<file path="src/fpcs_pkg.sv">
// Field layout, reset values and encodings of the float control and status register
package fpcs_pkg;
  localparam int unsigned CSR_W          = 32;
  localparam int unsigned CC_HI_MSB      = 31;
  localparam int unsigned CC_HI_LSB      = 25;
  localparam int unsigned FLUSH_ZERO_BIT = 24;
  localparam int unsigned CC_LO_BIT      = 23;
  localparam int unsigned FLUSH_OVR_BIT  = 22;
  localparam int unsigned FLUSH_NEAR_BIT = 21;
  localparam int unsigned FUSED_BIT      = 20;
  localparam int unsigned ABSNEG_BIT     = 19;
  localparam int unsigned NANENC_BIT     = 18;
  localparam int unsigned CAUSE_MSB      = 17;
  localparam int unsigned CAUSE_LSB      = 12;
  localparam int unsigned UNIMPL_BIT     = 17;
  localparam int unsigned ENABLE_MSB     = 11;
  localparam int unsigned ENABLE_LSB     = 7;
  localparam int unsigned FLAG_MSB       = 6;
  localparam int unsigned FLAG_LSB       = 2;
  localparam int unsigned RMODE_MSB      = 1;
  localparam int unsigned RMODE_LSB      = 0;
  localparam int unsigned NUM_CC         = 8;

  // Fixed indicators: unfused multiply-add, 2008 abs/neg, 2008 NaN encoding
  localparam logic FUSED_VAL  = 1'h0;
  localparam logic ABSNEG_VAL = 1'h1;
  localparam logic NANENC_VAL = 1'h1;

  // Writable bits; the three indicators are read-only
  localparam logic [31:0] WRITE_MASK = 32'hFFE3_FFFF;
  localparam logic [31:0] CSR_RESET  = 32'h000C_0000;

  // Cause bit order below the unimplemented bit: V Z O U I
  localparam logic [1:0] RM_NEAREST = 2'h0;
  localparam logic [1:0] RM_ZERO    = 2'h1;
  localparam logic [1:0] RM_PLUS    = 2'h2;
  localparam logic [1:0] RM_MINUS   = 2'h3;

  typedef enum logic [3:0] {
    TINY_KEEP     = 4'h1,
    TINY_ZERO     = 4'h2,
    TINY_MIN_NORM = 4'h4,
    TINY_TRAP     = 4'h8
  } tiny_action_type;
endpackage

</file>
<file path="src/tiny_result_policy.sv">
// Decides what happens to a tiny result from the flush controls and rounding mode
`timescale 1ns/100ps
`default_nettype none
module tiny_result_policy
(
  input  wire logic                      i_flush_zero,
  input  wire logic                      i_flush_ovr,
  input  wire logic                      i_flush_near,
  input  wire logic [1:0]                i_rmode,
  input  wire logic                      i_sign,
  input  wire logic                      i_half_or_more,
  output fpcs_pkg::tiny_action_type      o_action
);
  always_comb
  begin
    if (i_flush_ovr)
      o_action = fpcs_pkg::TINY_KEEP;
    else if (i_flush_near && i_rmode == fpcs_pkg::RM_NEAREST)
      o_action = i_half_or_more ? fpcs_pkg::TINY_MIN_NORM : fpcs_pkg::TINY_ZERO;
    else if (i_flush_zero || i_flush_near)
    begin
      // Directed modes round away only toward their own infinity
      unique case (i_rmode)
        fpcs_pkg::RM_PLUS:  o_action = i_sign ? fpcs_pkg::TINY_ZERO : fpcs_pkg::TINY_MIN_NORM;
        fpcs_pkg::RM_MINUS: o_action = i_sign ? fpcs_pkg::TINY_MIN_NORM : fpcs_pkg::TINY_ZERO;
        default:            o_action = fpcs_pkg::TINY_ZERO;
      endcase
    end
    else
      o_action = fpcs_pkg::TINY_TRAP;
  end
endmodule
`default_nettype wire

</file>
<file path="src/nan_classifier.sv">
// Classifies an operand as quiet or signaling NaN under the 2008 encoding
`timescale 1ns/100ps
`default_nettype none
module nan_classifier
(
  input  wire logic i_exp_all_ones,
  input  wire logic i_frac_msb,
  input  wire logic i_frac_rest_nonzero,
  output logic      o_quiet,
  output logic      o_signaling
);
  // Leading fraction bit one means quiet, zero with a nonzero rest of fraction means signaling
  assign o_quiet     = i_exp_all_ones && i_frac_msb;
  assign o_signaling = i_exp_all_ones && !i_frac_msb && i_frac_rest_nonzero;
endmodule
`default_nettype wire

</file>
<file path="src/float_control_status.sv">
// Float control and status register with compare codes, flush policy and exception causes
`timescale 1ns/100ps
`default_nettype none
// Notes on behaviour
// - Bits 31 to 25 and bit 23 hold the compare condition codes written by each comparison.
// - With flush-to-zero set, denormal operands count as zero and, unless flush-override is set, tiny results go to zero or the smallest normal.
// - With flush-to-zero clear, a denormal operand raises the unimplemented-operation exception.
// - With flush-override set, a tiny result is kept internally, unforced and without exception.
// - With flush-override and flush-to-nearest both clear, tiny results follow the flush-to-zero setting.
// - With flush-override clear, flush-to-nearest in round-to-nearest picks the nearer of zero and smallest normal, else acts as flush-to-zero.
// - Bit 20 reads zero, so multiply-add rounds the product before adding.
// - Bit 19 reads one, so absolute value and negate pass quiet NaNs without trapping.
// - Bit 18 reads one, so a quiet NaN has leading fraction bit one and a signaling NaN zero.
// - Bits 17 to 12 record the causes of each arithmetic instruction, bit 17 being unimplemented operation.
module float_control_status
(
  input  wire logic        i_clock,
  input  wire logic        i_rst,
  input  wire logic        i_csr_write,
  input  wire logic [31:0] i_csr_wdata,
  input  wire logic        i_cmp_valid,
  input  wire logic [2:0]  i_cmp_cc_sel,
  input  wire logic        i_cmp_true,
  input  wire logic        i_op_valid,
  input  wire logic        i_op_src_denormal,
  input  wire logic        i_op_tiny,
  input  wire logic        i_op_sign,
  input  wire logic        i_op_half_or_more,
  input  wire logic [4:0]  i_op_cause,
  input  wire logic        i_absneg_valid,
  input  wire logic        i_nan_exp_all_ones,
  input  wire logic        i_nan_frac_msb,
  input  wire logic        i_nan_frac_rest_nonzero,
  output logic [31:0]      o_float_control_status,
  output logic [1:0]       o_rounding_mode_field,
  output logic             o_flush_operands,
  output logic [3:0]       o_tiny_action,
  output logic             o_fp_exception,
  output logic             o_absneg_trap,
  output logic             o_nan_quiet,
  output logic             o_nan_signaling
);
  logic [31:0]               csr_r;
  logic [31:0]               csr_nxt;
  logic [7:0]                cc_r;
  logic [7:0]                cc_nxt;
  logic [5:0]                cause_nxt;
  logic [4:0]                enabled_hit;
  logic                      trap_nxt;
  logic                      flush_zero;
  logic                      flush_ovr;
  logic                      flush_near;
  logic [1:0]                rmode;
  logic [4:0]                enables;
  fpcs_pkg::tiny_action_type tiny_act;
  logic                      quiet;
  logic                      signaling;

  // Packs the split condition-code field back into eight bits
  function automatic logic [7:0] cc_of(input logic [31:0] v);
    cc_of = {v[fpcs_pkg::CC_HI_MSB:fpcs_pkg::CC_HI_LSB], v[fpcs_pkg::CC_LO_BIT]};
  endfunction

  assign flush_zero = csr_r[fpcs_pkg::FLUSH_ZERO_BIT];
  assign flush_ovr  = csr_r[fpcs_pkg::FLUSH_OVR_BIT];
  assign flush_near = csr_r[fpcs_pkg::FLUSH_NEAR_BIT];
  assign rmode      = csr_r[fpcs_pkg::RMODE_MSB:fpcs_pkg::RMODE_LSB];
  assign enables    = csr_r[fpcs_pkg::ENABLE_MSB:fpcs_pkg::ENABLE_LSB];
  assign cc_r       = cc_of(csr_r);

  tiny_result_policy u_tiny
  (
    .i_flush_zero   (flush_zero),
    .i_flush_ovr    (flush_ovr),
    .i_flush_near   (flush_near),
    .i_rmode        (rmode),
    .i_sign         (i_op_sign),
    .i_half_or_more (i_op_half_or_more),
    .o_action       (tiny_act)
  );

  nan_classifier u_nan
  (
    .i_exp_all_ones      (i_nan_exp_all_ones),
    .i_frac_msb          (i_nan_frac_msb),
    .i_frac_rest_nonzero (i_nan_frac_rest_nonzero),
    .o_quiet             (quiet),
    .o_signaling         (signaling)
  );

  // Causes of the current instruction; denormal input with flush-to-zero clear or untreatable tiny result is unimplemented
  always_comb
  begin
    cause_nxt = {1'h0, i_op_cause};
    if (i_op_src_denormal && !flush_zero)
      cause_nxt[5] = 1'h1;
    if (i_op_tiny && tiny_act == fpcs_pkg::TINY_TRAP)
      cause_nxt[5] = 1'h1;
    enabled_hit = cause_nxt[4:0] & enables;
    // Unimplemented operation cannot be masked
    trap_nxt = cause_nxt[5] || (enabled_hit != 5'h00);
  end

  // Comparison result lands in its selected code bit
  always_comb
  begin
    cc_nxt = cc_r;
    if (i_cmp_valid)
      cc_nxt[i_cmp_cc_sel] = i_cmp_true;
  end

  // Next register value; hardware events win over a same-cycle software write
  always_comb
  begin
    csr_nxt = csr_r;
    if (i_csr_write)
      csr_nxt = (i_csr_wdata & fpcs_pkg::WRITE_MASK) | (csr_r & ~fpcs_pkg::WRITE_MASK);
    if (i_cmp_valid)
    begin
      csr_nxt[fpcs_pkg::CC_HI_MSB:fpcs_pkg::CC_HI_LSB] = cc_nxt[7:1];
      csr_nxt[fpcs_pkg::CC_LO_BIT]                     = cc_nxt[0];
    end
    if (i_op_valid)
    begin
      csr_nxt[fpcs_pkg::CAUSE_MSB:fpcs_pkg::CAUSE_LSB] = cause_nxt;
      // Sticky flags gather causes only from instructions that did not trap
      if (!trap_nxt)
        csr_nxt[fpcs_pkg::FLAG_MSB:fpcs_pkg::FLAG_LSB] =
          csr_nxt[fpcs_pkg::FLAG_MSB:fpcs_pkg::FLAG_LSB] | cause_nxt[4:0];
    end
    csr_nxt[fpcs_pkg::FUSED_BIT]  = fpcs_pkg::FUSED_VAL;
    csr_nxt[fpcs_pkg::ABSNEG_BIT] = fpcs_pkg::ABSNEG_VAL;
    csr_nxt[fpcs_pkg::NANENC_BIT] = fpcs_pkg::NANENC_VAL;
  end

  always_ff @(posedge i_clock or posedge i_rst)
  begin
    if (i_rst)
      csr_r <= fpcs_pkg::CSR_RESET;
    else
      csr_r <= csr_nxt;
  end

  // Read copy and mode outputs follow the register one cycle later
  always_ff @(posedge i_clock or posedge i_rst)
  begin
    if (i_rst)
    begin
      o_float_control_status <= fpcs_pkg::CSR_RESET;
      o_rounding_mode_field  <= 2'h0;
      o_flush_operands       <= 1'h0;
    end
    else
    begin
      o_float_control_status <= csr_r;
      o_rounding_mode_field  <= rmode;
      o_flush_operands       <= flush_zero;
    end
  end

  // Per-instruction answers, valid the cycle after the instruction is offered
  always_ff @(posedge i_clock or posedge i_rst)
  begin
    if (i_rst)
    begin
      o_tiny_action  <= 4'h0;
      o_fp_exception <= 1'h0;
    end
    else
    begin
      o_tiny_action  <= (i_op_valid && i_op_tiny) ? tiny_act : 4'h0;
      o_fp_exception <= i_op_valid && trap_nxt;
    end
  end

  // Abs and negate never trap on a quiet NaN; a signaling NaN traps only without 2008 mode
  always_ff @(posedge i_clock or posedge i_rst)
  begin
    if (i_rst)
    begin
      o_absneg_trap   <= 1'h0;
      o_nan_quiet     <= 1'h0;
      o_nan_signaling <= 1'h0;
    end
    else
    begin
      o_absneg_trap   <= i_absneg_valid && signaling && !csr_r[fpcs_pkg::ABSNEG_BIT];
      o_nan_quiet     <= quiet;
      o_nan_signaling <= signaling;
    end
  end

  property p_cmp_updates_cc;
    @(posedge i_clock) disable iff (i_rst)
    i_cmp_valid |=> cc_r[$past(i_cmp_cc_sel)] == $past(i_cmp_true);
  endproperty
  a_cmp_updates_cc: assert property (p_cmp_updates_cc) else $error("compare code not recorded");

  property p_denormal_traps;
    @(posedge i_clock) disable iff (i_rst)
    (i_op_valid && i_op_src_denormal && !flush_zero) |=> o_fp_exception && csr_r[fpcs_pkg::UNIMPL_BIT];
  endproperty
  a_denormal_traps: assert property (p_denormal_traps) else $error("denormal input did not trap");

  property p_flush_no_unimpl;
    @(posedge i_clock) disable iff (i_rst)
    (i_op_valid && flush_zero && !i_op_tiny && !i_csr_write) |=> !csr_r[fpcs_pkg::UNIMPL_BIT];
  endproperty
  a_flush_no_unimpl: assert property (p_flush_no_unimpl) else $error("flushed operand raised unimplemented");

  property p_override_keeps;
    @(posedge i_clock) disable iff (i_rst)
    (i_op_valid && i_op_tiny && flush_ovr) |=> o_tiny_action == fpcs_pkg::TINY_KEEP;
  endproperty
  a_override_keeps: assert property (p_override_keeps) else $error("override did not keep result");

  property p_nearest_pick;
    @(posedge i_clock) disable iff (i_rst)
    (i_op_valid && i_op_tiny && !flush_ovr && flush_near && rmode == fpcs_pkg::RM_NEAREST)
      |=> o_tiny_action == ($past(i_op_half_or_more) ? fpcs_pkg::TINY_MIN_NORM : fpcs_pkg::TINY_ZERO);
  endproperty
  a_nearest_pick: assert property (p_nearest_pick) else $error("flush to nearest chose wrong value");

  property p_no_flush_traps;
    @(posedge i_clock) disable iff (i_rst)
    (i_op_valid && i_op_tiny && !flush_ovr && !flush_near && !flush_zero) |=> o_fp_exception;
  endproperty
  a_no_flush_traps: assert property (p_no_flush_traps) else $error("unflushed tiny result did not trap");

  property p_indicators_fixed;
    @(posedge i_clock) disable iff (i_rst)
    i_csr_write |=> csr_r[fpcs_pkg::FUSED_BIT:fpcs_pkg::NANENC_BIT] == 3'h3 ##1
      o_float_control_status[fpcs_pkg::FUSED_BIT:fpcs_pkg::NANENC_BIT] == 3'h3;
  endproperty
  a_indicators_fixed: assert property (p_indicators_fixed) else $error("indicator bits changed");

  property p_absneg_qnan;
    @(posedge i_clock) disable iff (i_rst)
    (i_absneg_valid && quiet) |=> !o_absneg_trap && o_nan_quiet;
  endproperty
  a_absneg_qnan: assert property (p_absneg_qnan) else $error("quiet NaN trapped on abs or neg");

  property p_nan_encoding;
    @(posedge i_clock) disable iff (i_rst)
    (i_nan_exp_all_ones && !i_nan_frac_msb && i_nan_frac_rest_nonzero) |=> o_nan_signaling && !o_nan_quiet;
  endproperty
  a_nan_encoding: assert property (p_nan_encoding) else $error("signaling NaN misclassified");

  property p_cause_recorded;
    @(posedge i_clock) disable iff (i_rst)
    i_op_valid |=> csr_r[fpcs_pkg::CAUSE_MSB - 1:fpcs_pkg::CAUSE_LSB] == $past(i_op_cause) ##1
      o_float_control_status[fpcs_pkg::CAUSE_MSB - 1:fpcs_pkg::CAUSE_LSB] == $past(i_op_cause, 2);
  endproperty
  a_cause_recorded: assert property (p_cause_recorded) else $error("cause field not recorded");

  property p_flags_sticky;
    @(posedge i_clock) disable iff (i_rst)
    !i_csr_write |=> (csr_r[fpcs_pkg::FLAG_MSB:fpcs_pkg::FLAG_LSB] & $past(csr_r[fpcs_pkg::FLAG_MSB:fpcs_pkg::FLAG_LSB]))
      == $past(csr_r[fpcs_pkg::FLAG_MSB:fpcs_pkg::FLAG_LSB]);
  endproperty
  a_flags_sticky: assert property (p_flags_sticky) else $error("sticky flag lost");

  property p_enabled_cause_traps;
    @(posedge i_clock) disable iff (i_rst)
    (i_op_valid && ((i_op_cause & enables) != 5'h00)) |=> o_fp_exception ##1 !o_fp_exception || $past(i_op_valid);
  endproperty
  a_enabled_cause_traps: assert property (p_enabled_cause_traps) else $error("enabled cause did not trap");

  property p_tiny_trap_cause;
    @(posedge i_clock) disable iff (i_rst)
    (i_op_valid && i_op_tiny && !flush_ovr && !flush_near && !flush_zero) |=> csr_r[fpcs_pkg::UNIMPL_BIT];
  endproperty
  a_tiny_trap_cause: assert property (p_tiny_trap_cause) else $error("tiny result not unimplemented");

  property p_flush_zero_chop;
    @(posedge i_clock) disable iff (i_rst)
    (i_op_valid && i_op_tiny && !flush_ovr && !flush_near && flush_zero && rmode == fpcs_pkg::RM_ZERO)
      |=> o_tiny_action == fpcs_pkg::TINY_ZERO;
  endproperty
  a_flush_zero_chop: assert property (p_flush_zero_chop) else $error("flushed tiny result not zero");

  property p_near_directed;
    @(posedge i_clock) disable iff (i_rst)
    (i_op_valid && i_op_tiny && !flush_ovr && flush_near && rmode != fpcs_pkg::RM_NEAREST)
      |=> o_tiny_action inside {fpcs_pkg::TINY_ZERO, fpcs_pkg::TINY_MIN_NORM};
  endproperty
  a_near_directed: assert property (p_near_directed) else $error("flush to nearest not flushing");

  property p_flags_gather;
    @(posedge i_clock) disable iff (i_rst)
    (i_op_valid && !i_csr_write) |=> o_fp_exception
      || ((csr_r[fpcs_pkg::FLAG_MSB:fpcs_pkg::FLAG_LSB] & $past(i_op_cause)) == $past(i_op_cause));
  endproperty
  a_flags_gather: assert property (p_flags_gather) else $error("sticky flag not gathered");

  property p_modes_follow;
    @(posedge i_clock) disable iff (i_rst)
    1'h1 |=> o_rounding_mode_field == $past(rmode) && o_flush_operands == $past(flush_zero);
  endproperty
  a_modes_follow: assert property (p_modes_follow) else $error("mode outputs lag register");

  property p_quiet_completion;
    @(posedge i_clock) disable iff (i_rst)
    (i_op_valid && !i_op_src_denormal && !i_op_tiny && ((i_op_cause & enables) == 5'h00)) |=> !o_fp_exception;
  endproperty
  a_quiet_completion: assert property (p_quiet_completion) else $error("masked cause raised exception");
endmodule
`default_nettype wire

</file>
<file path="config.mk">
export PLATFORM = sky130hd
export DESIGN_NAME = float_control_status
export DESIGN_NICKNAME = d
export VERILOG_FILES = /design/src/fpcs_pkg.sv /design/src/tiny_result_policy.sv /design/src/nan_classifier.sv /design/src/float_control_status.sv
export SDC_FILE = /design/constraint.sdc
export NUM_CORES = 1
export LEC_CHECK = 0
export CAP_MARGIN = 0
export CORE_ASPECT_RATIO = 1.5
export CORE_MARGIN = 10
export CORE_UTILIZATION = 47
export DETAILED_ROUTE_END_ITERATION = 7
export DONT_BUFFER_PORTS = 1
export HOLD_SLACK_MARGIN = 0.12
export SLEW_MARGIN = 25
export SYNTH_ARGS = -nofsm -noshare
export SYNTH_HDL_FRONTEND = slang
export SYNTH_HIERARCHICAL = 1
export SYNTH_SLANG_ARGS = --single-unit
</file>
<file path="constraint.sdc">
create_clock -name i_clock -period 4.2 [get_ports i_clock]
set_input_delay 1.05 -clock i_clock [delete_from_list [all_inputs] [get_ports i_clock]]
set_output_delay 1.05 -clock i_clock [all_outputs]
set_load 0.005 [all_outputs]
</file>
== After elaboration in Yosys (flattened, before gate mapping) ==
Index checks and enable logic that the tools add are counted.

* Register bits after elaboration: 68
* Input bits: 54
* Word-level logic and storage cells: 54

* $lt $le $gt $ge: 2
* Eq/ne operators: 3
* Muxes and demuxes: 19
* Bitwise gates (word level): 2
* Reduce and logical (&&, ||, !) cells: 17

{| class="wikitable"
|+ Operators by type and width
! operator !! number
|-
| 32-bit 2-to-1 mux || 1
|-
| 4-bit 2-to-1 mux || 4
|-
| 5-bit 2-to-1 mux || 2
|-
| 1-bit logical AND || 9
|-
| 3-bit 2-to-1 mux || 3
|-
| 8-bit bitwise mux || 1
|-
| 4-bit case mux with 2 select lines || 1
|-
| 7-bit 2-to-1 mux || 1
|-
| 6-bit 2-to-1 mux || 1
|-
| 5-bit AND || 1
|-
| 5-bit OR || 1
|-
| 5-bit nonzero test || 1
|-
| 2-bit equality test (second input constant) || 2
|-
| 4-bit equality test (second input constant) || 1
|-
| 3-bit by 4-bit < comparator with 1-bit output (second input constant) || 1
|-
| 1-bit 2-to-1 mux || 4
|-
| 2-bit nonzero test || 2
|-
| 1-bit demux with 3-bit select || 1
|-
| 3-bit by 1-bit >= comparator with 1-bit output (second input constant) || 1
|-
| 1-bit zero test || 2
|-
| 2-bit zero test || 1
|-
| 1-bit logical OR || 2
|}

== Depth between registers and ports, before layout ==
* Word-level depth: 11
* Gate-level depth with buffers: 6

== Hierarchy ==
Netlist, hierarchy kept.

{| class="wikitable"
|+ By module, submodules not included
! module !! instances !! cells each !! area an instance (µm²) !! seq. area each (µm²)
|-
| float_control_status || 1 || 178 || 2376.0 || 1626.6
|-
| tiny_result_policy || 1 || 12 || 85.1 || 0.0
|-
| nan_classifier || 1 || 2 || 16.3 || 0.0
|}

== Worst setup path before layout ==
No wires, ideal clock.

* Kind: input -> register
* From: input port i_op_half_or_more
* To: register csr_r[2]
* Arrival: 2.100 ns
* Setup slack: 1.976 ns
* Stages on the path: 6
* Cell sequence: nand2_1 -> nor4_1 -> or3_1 -> nor4b_1 -> a22o_2 -> o21ai_1

* Cells in the longest elaborated chain, start to end: 9

{| class="wikitable"
|+ RTL lines
! what !! line !! RTL
|-
| start, declared || float_control_status.sv:28 || <nowiki>input wire logic i_op_half_or_more,</nowiki>
|-
| 3-bit 2-to-1 mux || tiny_result_policy.sv:19 || <nowiki>o_action = i_half_or_more ? fpcs_pkg::TINY_MIN_NORM : fpcs_pkg::TINY_ZERO;</nowiki>
|-
| 4-bit 2-to-1 mux || tiny_result_policy.sv:18 || <nowiki>else if (i_flush_near && i_rmode == fpcs_pkg::RM_NEAREST)</nowiki>
|-
| 4-bit 2-to-1 mux || tiny_result_policy.sv:16 || <nowiki>if (i_flush_ovr)</nowiki>
|-
| net tiny_act[2] || float_control_status.sv:55 || <nowiki>fpcs_pkg::tiny_action_type tiny_act;</nowiki>
|-
| 4-bit equality test || float_control_status.sv:97 || <nowiki>if (i_op_tiny && tiny_act == fpcs_pkg::TINY_TRAP)</nowiki>
|-
| 1-bit logical AND || float_control_status.sv:97 ||
|-
| 1-bit 2-to-1 mux || float_control_status.sv:97 ||
|-
| 1-bit logical OR || float_control_status.sv:101 || <nowiki>trap_nxt = cause_nxt[5] || (enabled_hit != 5'h00);</nowiki>
|-
| 5-bit 2-to-1 mux || float_control_status.sv:127 || <nowiki>if (!trap_nxt)</nowiki>
|-
| 5-bit 2-to-1 mux || float_control_status.sv:123 || <nowiki>if (i_op_valid)</nowiki>
|-
| net csr_nxt[2] || float_control_status.sv:44 || <nowiki>logic [31:0] csr_nxt;</nowiki>
|-
| end signal, assigned || float_control_status.sv:139 || <nowiki>csr_r <= fpcs_pkg::CSR_RESET;</nowiki>
|-
| end signal, assigned || float_control_status.sv:141 || <nowiki>csr_r <= csr_nxt;</nowiki>
|-
| end, declared || float_control_status.sv:43 || <nowiki>logic [31:0] csr_r;</nowiki>
|}

The timed path passes the listed nets, and every way through them passes these cells.
A chain may end at the register's enable or synchronous reset.

== Worst setup path after layout ==
* From: input port i_op_half_or_more
* To: register csr_r[6]

Same word-level chain as after synthesis.

==> reports/results.ini <==
[outcome]
status = completed

[timing]
max_freq_mhz = 481
fin_crit_sh_pct = 49.5
finClkSkew_ns = 0.00710
drv_slew = 0
setup_viol = 0
rsz0062_at_grt = no
hold_viol = 0
setup_tns_ns = 0
period_minus_slack_ns = 2.08
tightest_slew_ns = 0.757
slew_headroom_pct = 49.5

[floorplan]
die_h_um = 109
boundaryPins = 97
rows = 32
core_area_mm2 = 0.00512
fp.dieArea_mm2 = 0.00864
initial_core_util_pct = 48.3
die_x_um = 79.3

[placed_design]
gp_congestion = 0.807
hpwl_um = 4280
dp_cells = 247
place_area_mm2 = 0.00247
io_buffers = 0

[clock_network]
cts_setup_buffers = 0
cts_root_buf = clkbuf_8
cts-hold-fix-buffers = 0
clk-insertion-delay-late_ns = 0.32
h-tree-depth = 3
cts-buffers-inserted = 9
cts_sinks = 65
ctsResizeCount = 0
path_clk_slew_ns = 0.07
clk_path_buf_depth = 2
cts_tree = done

[yosys]
synth_top_area_share_pct = 65.7
synth_ff_type = dfrtp_1
synth_seq_cells = 65
async_flop_share_pct = 100
synthesis.area_mm2 = 0.00248
synth.area.top_cells = dfrtp_1, mux2i_1, mux2_1, buf_4, nand2_1
synth_common_cells = dfrtp_1, nand2_1, mux2i_1, o21ai_1
yosysTopAreaCell = dfrtp_1
yosysWarnings = 6
synth.distinct_cells = 36
syn_inst = 192
synth-edff-count = 0
synth_most_common_cell = dfrtp_1
avgSynthCellArea_um2 = 12.9
ys_seq_area_share_pct = 65.7

[route]
postRouteAntennaNets = 0
wl_per_cell_um = 20.8
vias = 1450
dr.pass1.iters = 4
vias_per_cell = 5.53
route.detailed.drc = 0
route.final.wire_length_um = 5460
drt_iter0_markers = 108

[layout]
areaGrowthSynthToFinish_pct = 7.58
final_util_pct = 52.0
fin_nets = 244
finalInstanceArea_mm2 = 0.00267
layoutNonFillerInstCount = 262
drive_gt1_share_pct = 11.3
n_antenna_cell = 0

[worst_hold_path]
min-delay-path-class = flop to flop

[critical_path]
crit_type = primary input to flop
arrival_ns = 2.29
crit_path_start_kind = primary input
cp-end-kind = flop
crit_chain = nand2_1 > nor4_1 > or3_1 > nor4b_1 > a22o_2 > o21ai_1
path_max_fanout = 7
crit_family = simple AND/OR/NAND/NOR gates
cp.buffers_inverters = 0
slowest_stage = or3_1
max_stage_delay_ns = 0.39
cp.required_ns = 4.41

[grt]
grtUsageMet2_pct = 23.4
grt_max_degree = 40
grt_pass1_wl_um = 8710
grt_use_met1_pct = 12.1
met3_usage_pct = 7.00
antenna_found_initial = 0
overflow = 0
grtUsageTotal_pct = 13.2
top_usage_layer = met2
grt_pass1_vias = 1682

[pwr]
leakage_nw = 1.21
p_total_mw = 1.34
powerDensity_mw_per_mm2 = 503
max-vdd-ir-drop_mv = 0.239

[job]
drv_cap = 0

per-stage QoR:
stage	hold slack, ns	setup WS, ns
final	0.373	2.12
after global routing	0.372	2.05
after CTS	0.376	2.13
after detailed placement	0.366	1.77
after global placement	0.354	1.84
after floorplan	0.348	1.52
path summary, 6_finish.rpt:
kind,cells after the start,startpoint,slack (ns),endpoint
max,6,i_op_half_or_more,2.12,csr_r[6]
min,0,csr_r[5],0.37,o_float_control_status[5]
max reg2reg,6,csr_r[22],2.32,csr_r[6]
min reg2reg,0,csr_r[5],0.37,o_float_control_status[5]
max in group asynchronous,2,i_rst,2.63,o_float_control_status[12]
min in group asynchronous,1,i_rst,0.74,o_nan_signaling
power by group:
group	internal, mW	switching, mW
Sequential	0.694	0.0458
Clock	0.302	0.215
Combinational	0.0385	0.0458
layout make-up:
type / instances / area (um2)
fill: 491 / 2460
sequential: 65 / 1630
multi-input combinational: 110 / 739
clock buffer: 12 / 155
tap: 68 / 85.1
clock inverter: 3 / 40.0
inverter: 3 / 11.3
timing repair buffer: 1 / 7.51
layer usage:
metal,part of all wire (%),vias to the layer above
li1,-,663
met1,34,725
met2,56,55
met3,9.0,7
met4,1.4,0
met5,0,-
flip-flops by register name, summed over array words and instances (netlist names):
name,count
o_tiny_action,4
o_rounding_mode_field,1
o_nan_quiet,1
o_fp_exception,1
o_nan_signaling,1
csr_r,29
o_float_control_status,28
logic make-up after synthesis:
group	count (synthesis)	share of synthesized area, %
DFF	65	65.7
and+or+nand+nor	56	12.0
buffers and inverters	19	4.80
other	2	0.303
AOI/OAI and AO/OA	29	8.28
muxes	21	8.99
cell usage in the layout (no fill, tap or decap), drive strengths merged:
| cell type | Yosys | layout |
|---|---|---|
| o21bai | 1 | 1 |
| clkbuf | 4 | 12 |
| nand2b | 3 | 3 |
| nand3 | 9 | 9 |
| conb | 2 | 4 |
| nor3 | 1 | 1 |
| a22oi | 3 | 3 |
| mux2 | 10 | 10 |
| nand4 | 7 | 7 |
| and3b | 1 | 1 |
| nor4 | 1 | 1 |
| nor4b | 2 | 2 |
| or3 | 1 | 1 |
| nand2 | 18 | 18 |
| nor2 | 3 | 3 |
| bufinv | 0 | 1 |
| o21ai | 11 | 11 |
| clkinv | 0 | 2 |
| a21o | 1 | 1 |
| a222oi | 1 | 1 |
| dfrtp | 65 | 65 |
| o21a | 2 | 2 |
| inv | 3 | 3 |
| and2b | 1 | 1 |
| o211ai | 4 | 4 |
| nor2b | 3 | 3 |
| buf | 12 | 1 |
| and2 | 1 | 1 |
| a32oi | 1 | 1 |
| a22o | 1 | 1 |
| o311ai | 4 | 4 |
| and3 | 5 | 5 |
| mux2i | 11 | 11 |
No activity file was read; power rests on OpenSTA's default activity.
